===== src/rtl/ev_fault_pkg.sv =====
// Constants, register map and a helper function for the drive-fault interrupt logic
package ev_fault_pkg;

  localparam int unsigned ADDR_W        = 18;
  localparam logic [15:0] FRAME_BASE_A  = 16'h7400;
  localparam logic [15:0] FRAME_BASE_B  = 16'h7500;

  // Word index within the frame; byte address is four times the index
  localparam logic [5:0] IDX_COMPARE_CTRL = 6'h11;
  localparam logic [5:0] IDX_MASK_A       = 6'h2C;
  localparam logic [5:0] IDX_MASK_B       = 6'h2D;
  localparam logic [5:0] IDX_MASK_C       = 6'h2E;
  localparam logic [5:0] IDX_FLAG_A       = 6'h2F;
  localparam logic [5:0] IDX_FLAG_B       = 6'h30;
  localparam logic [5:0] IDX_FLAG_C       = 6'h31;
  localparam logic [5:0] IDX_FAULT_CFG    = 6'h3F;

  localparam int unsigned FAULT_STATUS_BIT = 8;
  localparam int unsigned FAULT_FLAG_BIT   = 0;
  localparam int unsigned QUAL_SEL_BIT     = 0;

  // Implemented flag bits per group and mask reset values
  localparam logic [15:0] IMPL_A     = 16'h07FF;
  localparam logic [15:0] IMPL_B     = 16'h000F;
  localparam logic [15:0] IMPL_C     = 16'h0007;
  localparam logic [15:0] MASK_RST_A = 16'h0001;
  localparam logic [15:0] MASK_RST_B = 16'h0000;
  localparam logic [15:0] MASK_RST_C = 16'h0000;

  localparam logic [15:0] CMP_CTRL_WMASK = 16'hFEFF;
  localparam logic [15:0] CMP_CTRL_RST   = 16'h0000;
  localparam logic        QUAL_LONG_RST  = 1'b0;

  // Timing
  localparam int unsigned CLK_PERIOD_NS = 100;
  localparam int unsigned SYNC_STAGES   = 2;
  localparam logic [3:0]  QUAL_SHORT    = 4'h6;
  localparam logic [3:0]  QUAL_LONG     = 4'hC;

  // Byte-lane merge of a 16-bit register, limited to writable bits
  function automatic logic [15:0] merge16(input logic [15:0] old_v,
                                          input logic [15:0] wdata,
                                          input logic [1:0]  strb,
                                          input logic [15:0] wmask);
    logic [15:0] lane;
    lane = {{8{strb[1]}}, {8{strb[0]}}} & wmask;
    return (old_v & ~lane) | (wdata & lane);
  endfunction

endpackage


===== src/rtl/fault_qualifier.sv =====
// Synchroniser and low-level qualifier for the drive-fault pin
`timescale 1ns/10ps
`default_nettype none
module fault_qualifier
  import ev_fault_pkg::*;
(
  // Clock and reset
  input  wire logic clk_sys,
  input  wire logic nrst,
  // Pin and configuration
  input  wire logic drive_fault_input_n,
  input  wire logic qual_long,
  // Results
  output logic      pin_level,
  output logic      fault_pulse
);

  typedef struct packed {
    logic       sync1;
    logic       sync2;
    logic [3:0] cnt;
    logic       qualified;
    logic       pulse;
  } qual_t;

  qual_t st_r;
  qual_t st_nxt;
  logic [3:0] target;

  assign target = qual_long ? QUAL_LONG : QUAL_SHORT;

  always_comb begin
    st_nxt       = st_r;
    st_nxt.sync1 = drive_fault_input_n;
    st_nxt.sync2 = st_r.sync1;
    st_nxt.pulse = 1'b0;
    if (st_r.sync2) begin
      st_nxt.cnt       = 4'h0;
      st_nxt.qualified = 1'b0;
    end else if (!st_r.qualified) begin
      st_nxt.cnt = st_r.cnt + 4'h1;
      if (st_r.cnt + 4'h1 >= target) begin
        st_nxt.qualified = 1'b1;
        st_nxt.pulse     = 1'b1;
      end
    end
  end

  always_ff @(posedge clk_sys or negedge nrst) begin
    if (!nrst) begin
      st_r <= '{sync1: 1'b1, sync2: 1'b1, cnt: 4'h0, qualified: 1'b0, pulse: 1'b0};
    end else begin
      st_r <= st_nxt;
    end
  end

  assign pin_level   = st_r.sync2;
  assign fault_pulse = st_r.pulse;

endmodule
`default_nettype wire


===== src/rtl/irq_group.sv =====
// One interrupt group: sticky flags, mask register and group request
`timescale 1ns/10ps
`default_nettype none
module irq_group
  import ev_fault_pkg::*;
#(
  parameter logic [15:0] IMPL     = 16'h0001,
  parameter logic [15:0] MASK_RST = 16'h0000
) (
  // Clock and reset
  input  wire logic        clk_sys,
  input  wire logic        nrst,
  // Events
  input  wire logic [15:0] evt,
  // Register writes
  input  wire logic        wr_flag,
  input  wire logic        wr_mask,
  input  wire logic [15:0] wdata,
  input  wire logic [1:0]  strb,
  // State
  output logic      [15:0] flags,
  output logic      [15:0] mask,
  output logic             req
);

  typedef struct packed {
    logic [15:0] flag;
    logic [15:0] mask;
  } grp_t;

  grp_t st_r;
  grp_t st_nxt;
  logic [15:0] w1c;

  always_comb begin
    st_nxt = st_r;
    w1c    = wr_flag ? merge16(16'h0000, wdata, strb, IMPL) : 16'h0000;
    st_nxt.flag = ((st_r.flag & ~w1c) | evt) & IMPL;
    if (wr_mask) begin
      st_nxt.mask = merge16(st_r.mask, wdata, strb, IMPL);
    end
  end

  always_ff @(posedge clk_sys or negedge nrst) begin
    if (!nrst) begin
      st_r <= '{flag: 16'h0000, mask: MASK_RST};
    end else begin
      st_r <= st_nxt;
    end
  end

  assign flags = st_r.flag;
  assign mask  = st_r.mask;
  assign req   = |(st_r.flag & st_r.mask);

endmodule
`default_nettype wire


===== src/rtl/drive_fault_interrupt_logic.sv =====
// Drive-fault protection, event interrupt groups and APB register frame
`timescale 1ns/10ps
`default_nettype none
module drive_fault_interrupt_logic
  import ev_fault_pkg::*;
#(
  parameter logic [15:0] FRAME_BASE = FRAME_BASE_A
) (
  // Clock and reset
  input  wire logic              clk_sys,
  input  wire logic              nrst,
  // APB slave
  input  wire logic              psel,
  input  wire logic              penable,
  input  wire logic              pwrite,
  input  wire logic [ADDR_W-1:0] paddr,
  input  wire logic [31:0]       pwdata,
  input  wire logic [3:0]        pstrb,
  output logic      [31:0]       prdata,
  output logic                   pready,
  output logic                   pslverr,
  // Fault pin and PWM output enables
  input  wire logic              drive_fault_input_n,
  input  wire logic [7:0]        pwm_oe_in,
  output logic      [7:0]        pwm_oe,
  output logic                   pwm_hiz,
  // Event sources from timers, compare and capture units
  input  wire logic [15:0]       evt_a,
  input  wire logic [15:0]       evt_b,
  input  wire logic [15:0]       evt_c,
  // Compare control bits and interrupt requests
  output logic      [15:0]       cmp_ctrl,
  output logic      [2:0]        group_req,
  output logic                   irq
);

  typedef struct packed {
    logic [15:0] cmp_ctrl;
    logic        qual_long;
    logic        trip;
    logic [15:0] rdata;
  } core_t;

  core_t st_r;
  core_t st_nxt;

  logic [5:0]  idx;
  logic        frame_hit;
  logic        wr_en;
  logic [15:0] wdata;
  logic [1:0]  strb;
  logic        pin_level;
  logic        fault_pulse;
  logic [15:0] evt_a_all;
  logic [15:0] flag_a, flag_b, flag_c;
  logic [15:0] mask_a, mask_b, mask_c;
  logic        fault_en;

  // Frame decode: external select plus upper word-address bits
  assign idx       = paddr[7:2];
  assign frame_hit = (paddr[ADDR_W-1:8] == FRAME_BASE[15:6]);
  assign wr_en     = psel && penable && pwrite && frame_hit;
  assign wdata     = pwdata[15:0];
  assign strb      = pstrb[1:0];

  assign pready  = 1'b1;
  assign pslverr = psel && penable && !frame_hit;
  assign prdata  = {16'h0000, st_r.rdata};

  fault_qualifier u_qual (
    .clk_sys             (clk_sys),
    .nrst                (nrst),
    .drive_fault_input_n (drive_fault_input_n),
    .qual_long           (st_r.qual_long),
    .pin_level           (pin_level),
    .fault_pulse         (fault_pulse)
  );

  // Fault flag sets regardless of its mask
  assign evt_a_all = evt_a | (fault_pulse ? 16'h0001 << FAULT_FLAG_BIT : 16'h0000);

  irq_group #(.IMPL(IMPL_A), .MASK_RST(MASK_RST_A)) u_grp_a (
    .clk_sys (clk_sys),
    .nrst    (nrst),
    .evt     (evt_a_all),
    .wr_flag (wr_en && idx == IDX_FLAG_A),
    .wr_mask (wr_en && idx == IDX_MASK_A),
    .wdata   (wdata),
    .strb    (strb),
    .flags   (flag_a),
    .mask    (mask_a),
    .req     (group_req[0])
  );

  irq_group #(.IMPL(IMPL_B), .MASK_RST(MASK_RST_B)) u_grp_b (
    .clk_sys (clk_sys),
    .nrst    (nrst),
    .evt     (evt_b),
    .wr_flag (wr_en && idx == IDX_FLAG_B),
    .wr_mask (wr_en && idx == IDX_MASK_B),
    .wdata   (wdata),
    .strb    (strb),
    .flags   (flag_b),
    .mask    (mask_b),
    .req     (group_req[1])
  );

  irq_group #(.IMPL(IMPL_C), .MASK_RST(MASK_RST_C)) u_grp_c (
    .clk_sys (clk_sys),
    .nrst    (nrst),
    .evt     (evt_c),
    .wr_flag (wr_en && idx == IDX_FLAG_C),
    .wr_mask (wr_en && idx == IDX_MASK_C),
    .wdata   (wdata),
    .strb    (strb),
    .flags   (flag_c),
    .mask    (mask_c),
    .req     (group_req[2])
  );

  assign irq = |group_req;

  // Tri-state is immediate on the raw pin, then held until the flag is cleared
  assign fault_en = mask_a[FAULT_FLAG_BIT];
  assign pwm_hiz  = fault_en && (!drive_fault_input_n || st_r.trip);
  assign pwm_oe   = pwm_hiz ? 8'h00 : pwm_oe_in;
  assign cmp_ctrl = st_r.cmp_ctrl;

  always_comb begin
    st_nxt = st_r;
    st_nxt.trip = (st_r.trip && flag_a[FAULT_FLAG_BIT]) || (fault_pulse && fault_en);
    if (wr_en && idx == IDX_COMPARE_CTRL) begin
      st_nxt.cmp_ctrl = merge16(st_r.cmp_ctrl, wdata, strb, CMP_CTRL_WMASK);
    end
    if (wr_en && idx == IDX_FAULT_CFG && strb[0]) begin
      st_nxt.qual_long = wdata[QUAL_SEL_BIT];
    end
    // Read data captured in the setup phase; undefined words read zero
    if (psel && !penable) begin
      case (idx)
        IDX_COMPARE_CTRL: st_nxt.rdata = (st_r.cmp_ctrl & CMP_CTRL_WMASK)
                                         | (16'(pin_level) << FAULT_STATUS_BIT);
        IDX_MASK_A:       st_nxt.rdata = mask_a;
        IDX_MASK_B:       st_nxt.rdata = mask_b;
        IDX_MASK_C:       st_nxt.rdata = mask_c;
        IDX_FLAG_A:       st_nxt.rdata = flag_a;
        IDX_FLAG_B:       st_nxt.rdata = flag_b;
        IDX_FLAG_C:       st_nxt.rdata = flag_c;
        IDX_FAULT_CFG:    st_nxt.rdata = 16'(st_r.qual_long) << QUAL_SEL_BIT;
        default:          st_nxt.rdata = 16'h0000;
      endcase
      if (!frame_hit) begin
        st_nxt.rdata = 16'h0000;
      end
    end
  end

  always_ff @(posedge clk_sys or negedge nrst) begin
    if (!nrst) begin
      st_r <= '{cmp_ctrl: CMP_CTRL_RST, qual_long: QUAL_LONG_RST, trip: 1'b0, rdata: 16'h0000};
    end else begin
      st_r <= st_nxt;
    end
  end

endmodule
`default_nettype wire


===== config.mk =====
export PLATFORM = sky130hd
export DESIGN_NAME = drive_fault_interrupt_logic
export DESIGN_NICKNAME = d
export VERILOG_FILES = /design/src/rtl/ev_fault_pkg.sv /design/src/rtl/fault_qualifier.sv /design/src/rtl/irq_group.sv /design/src/rtl/drive_fault_interrupt_logic.sv
export SDC_FILE = /design/constraint.sdc
export NUM_CORES = 1
export LEC_CHECK = 0
export BUFFER_PORTS_ARGS = -buffer_cell sky130_fd_sc_hd__buf_2
export CAP_MARGIN = 20
export CORE_MARGIN = 1
export CORE_UTILIZATION = 55
export DETAILED_ROUTE_END_ITERATION = 10
export PLACE_DENSITY = 0.87
export SLEW_MARGIN = 0
export SYNTH_ARGS = -nofsm -noshare
export SYNTH_HDL_FRONTEND = slang
export SYNTH_HIERARCHICAL = 1
export SYNTH_SLANG_ARGS = --single-unit

===== constraint.sdc =====
create_clock -name clk_sys -period 3.6 [get_ports clk_sys]
set_input_delay 0.54 -clock clk_sys [delete_from_list [all_inputs] [get_ports clk_sys]]
set_output_delay 0.54 -clock clk_sys [all_outputs]
set_load 0.01 [all_outputs]

==> key figures <==
Final layout
  • Share of layout cells above drive strength 1: 32.9%
  • Final net count: 683
  • Antenna cells: 0
  • Area growth, synth to finish: 5.28%
  • Final non-filler cell total: between 600 and 700

Global route
  • First-pass GRT wire length: 19500 um
  • Gr usage total: 25.9%
  • Vias in the first global route: between 3000 and 4000
  • Antenna violations before repair: 0
  • Largest net degree at the start of global routing: 78
  • Overflow after GRT: 0

Die
  • Die Area: 9650 um2
  • Initial Utilization: 57.6%
  • Rows: 34
  • Core Area: 8850 um2
  • Die Y: between 90 and 100 um
  • Die X: roughly 98 um
  • Io pins: 179

Detailed routing
  • Wire per inst: 17.7 um
  • Routed Antenna Nets: 0
  • DRT iter0 DRCs: 344
  • Residual DRC count: 4
  • WL final: around 12000 um
  • Vias post-DR: 3885
  • Via density: 5.75
  • Drt pass-1 iters: 10

Status
  • Run status: complete, but fails checks
  • Violated checks: DRC

STA
  • Fin. Hold Viols: 0
  • Final Critical Period: 2.80 ns
  • Unrepaired setup endpoints after global routing: no
  • Setup_tns: 0 ns
  • Final setup fails: 0
  • Clk_skew: 0.0122 ns
  • Slack of the critical path: about 0.8 ns
  • Tcrit/Tclk final: between 70% and 80%
  • Final Max Tran Viols: 0
  • Slew @ Worst Pin: 0.986 ns
  • Max Fclk: roughly 360 MHz
  • Slew HR: 34.3%
  • Hold Slack: 0.299 ns

Yosys
  • Synth Area per Inst: 10.3 um2
  • Share of the synthesized area in the top cell type: 36.3%
  • Synth area leader: dfrtp_1
  • Seq cells post-synth: 77
  • Post-synthesis cell count: just under 500
  • Number of synthesized flops with an enable pin: 0
  • Synthesized area: 5090 um2
  • Cell variety after synth: between 50 and 60
  • Top cells by area, synth: dfrtp_1 (36%), buf_4 (16%), mux2_2 (6.2%), a22oi_1 (4.6%), mux2i_1 (3.5%)
  • Most used DFF post-synth: dfrtp_1
  • Yosys Warn Count: 6
  • Most frequent cell after synthesis: buf_4
  • Top cells by count, synth: buf_4 (109), dfrtp_1 (74), a22oi_1 (31)
  • FFs w/ async S/R, synth: 100%
  • Sequential-to-total area share from yosys stat: between 30% and 40%

Clocking
  • TritonCTS clock tree: done
  • Post_cts resized: 0
  • Clk_lat worst skew: 0.35 ns
  • Max clock buf depth: 2
  • Post-CTS setup buffer count: 0
  • CTS Root Cell: clkbuf_8
  • TritonCTS Buffers: 9
  • Worst-path clk slew: 0.08 ns
  • CTS H-tree depth: 3
  • CTS Sinks: between 70 and 80
  • # hold bufs at CTS: 0

Setup path
  • Setup crit end kind: flip-flop
  • Worst path required time: 3.84 ns
  • Critical path's slowest cell: or4_4
  • Setup Crit Path Kind: primary input to flip-flop
  • CP Cell Sequence: buf_2 > or4_4 > nor3_1 > nand4_1 > nor3b_1 > and2_1 > nand2_1 > a21o_1
  • CP Data Arrival Time: 3.04 ns
  • CP peak stage delay: roughly 0.56 ns
  • Worst Path Max Fanout: 8
  • CP startpoint kind: primary input

Pwr
  • Clock power frac: 34.0%
  • Static Leak: 0.00257 uW
  • Seq pwr share: 51.6%
  • Pwr Density: 329 nW/um2
  • Power Total: 1770 uW
  • Comb power frac: 14.4%
  • Int Power: 1280 uW
  • Maximum vdd drop: 247 uV
  • NetSw: about 490 uW
  • Sw Ratio: 27.7%

Placed design
  • Setup WS pre-CTS: 0.528 ns
  • Placed Instances: 661
  • GPL Wtd Cong: roughly 0.85
  • Post-detail-place hpwl: 8740 um
  • I/O Buffers: 110

Hold path
  • Path category of the worst min-delay check: primary input to flip-flop

Job
  • Number of max-cap violations: 0
-- worst max-delay path, delay by kind of cell --
kind | cells | cell delay (ns)
simple gates | 6 | 2.22
buf+inv | 1 | 0.09
compound gates | 1 | 0.18
-- power groups by stage --
stage,registers (uW),clock network (uW),logic [uW]
global placement,923,0,234
floorplan,914,0,220
global route,913,641,286
detailed placement,927,0,248
finish,911,601,255
CTS,910,608,250
-- per-layer routing --
metal / part of all wire, % / global-route usage, % / up-vias
met1: 40 / 30.9 / 1914
met2: 50 / 45.6 / 183
li1: - / - / 1762
met4: 2.7 / 11.4 / 0
met5: 0 / 0 / -
met3: 6.9 / 4.72 / 26
-- worst paths after layout --
| path | startpoint | end | slack (ns) | depth (start not counted) |
|---|---|---|---|---|
| worst min-delay path | drive_fault_input_n | u_qual/st_nxt[6] | 0.30 | 1 |
| max in group asynchronous | nrst | async pin | 2.61 | 1 |
| min in group asynchronous | nrst | u_qual/st_r[1] | 0.33 | 1 |
| worst min register to register | u_qual/st_nxt[6] | u_qual/pin_level | 0.36 | 0 |
| worst max register to register | u_qual/st_r[2] | u_qual/fault_pulse | 1.90 | 6 |
| worst max-delay path | paddr[9] | u_grp_a/flags[1] | 0.80 | 8 |
-- cell families (layout without fill, tap and decap cells) --
group | after synthesis | after routing | synth area share, %
mux | 53 | 53 | 11.8
compound gates | 114 | 114 | 18.3
simple gates | 101 | 101 | 11.7
buf+inv | 137 | 138 | 18.5
fa+ha+maj | 3 | 3 | 0.737
flops | 77 | 77 | 37.9
xor+xnor | 4 | 4 | 0.688
other cells | 5 | 78 | 0.368
-- metrics by stage --
stage | util, % | instance area, um2
finish | 60.6 | 5360
global route | 60.6 | 5360
CTS | 60.6 | 5360
detailed placement | 58.6 | 5190
global placement | 58.6 | 5190
floorplan | - | 5370
-- final cells by class --
type / count / area, um2
clock buffers: 12 / 155
flip-flops and latches: 77 / 1930
multi-input cells: 353 / 2490
repair buffers: 117 / 606
clock inverters: 3 / 21.3
well taps: 108 / 135
inverters: 6 / 22.5
fillers: 746 / 3480
-- cells in the final DEF, fill, tap and decap left out, types with 2 or more instances in the layout --
cell type / count
nand3_1: 15
nand2_1: 27
a222oi_1: 2
nor3b_1: 2
inv_1: 6
a21o_1: 19
dfrtp_1: 74
buf_2: 109
o31a_1: 14
a31oi_1: 2
a22oi_1: 31
a2bb2oi_1: 14
nand4b_1: 2
xor2_1: 2
or4_4: 2
xnor2_1: 2
or3_1: 2
a22o_1: 3
conb_1: 78
nor4_1: 2
ha_1: 3
nand2_2: 3
a32oi_1: 18
buf_4: 8
nand2b_1: 4
nand3_2: 3
mux2i_1: 18
and2_1: 11
o21ai_0: 3
mux2_4: 7
nor3_1: 4
a21oi_1: 2
and3_1: 2
dfstp_2: 3
a221oi_2: 2
nor2_1: 8
or2_2: 2
mux2_2: 28
clkbuf_8: 11
No activity file was read; power rests on OpenSTA's default activity.
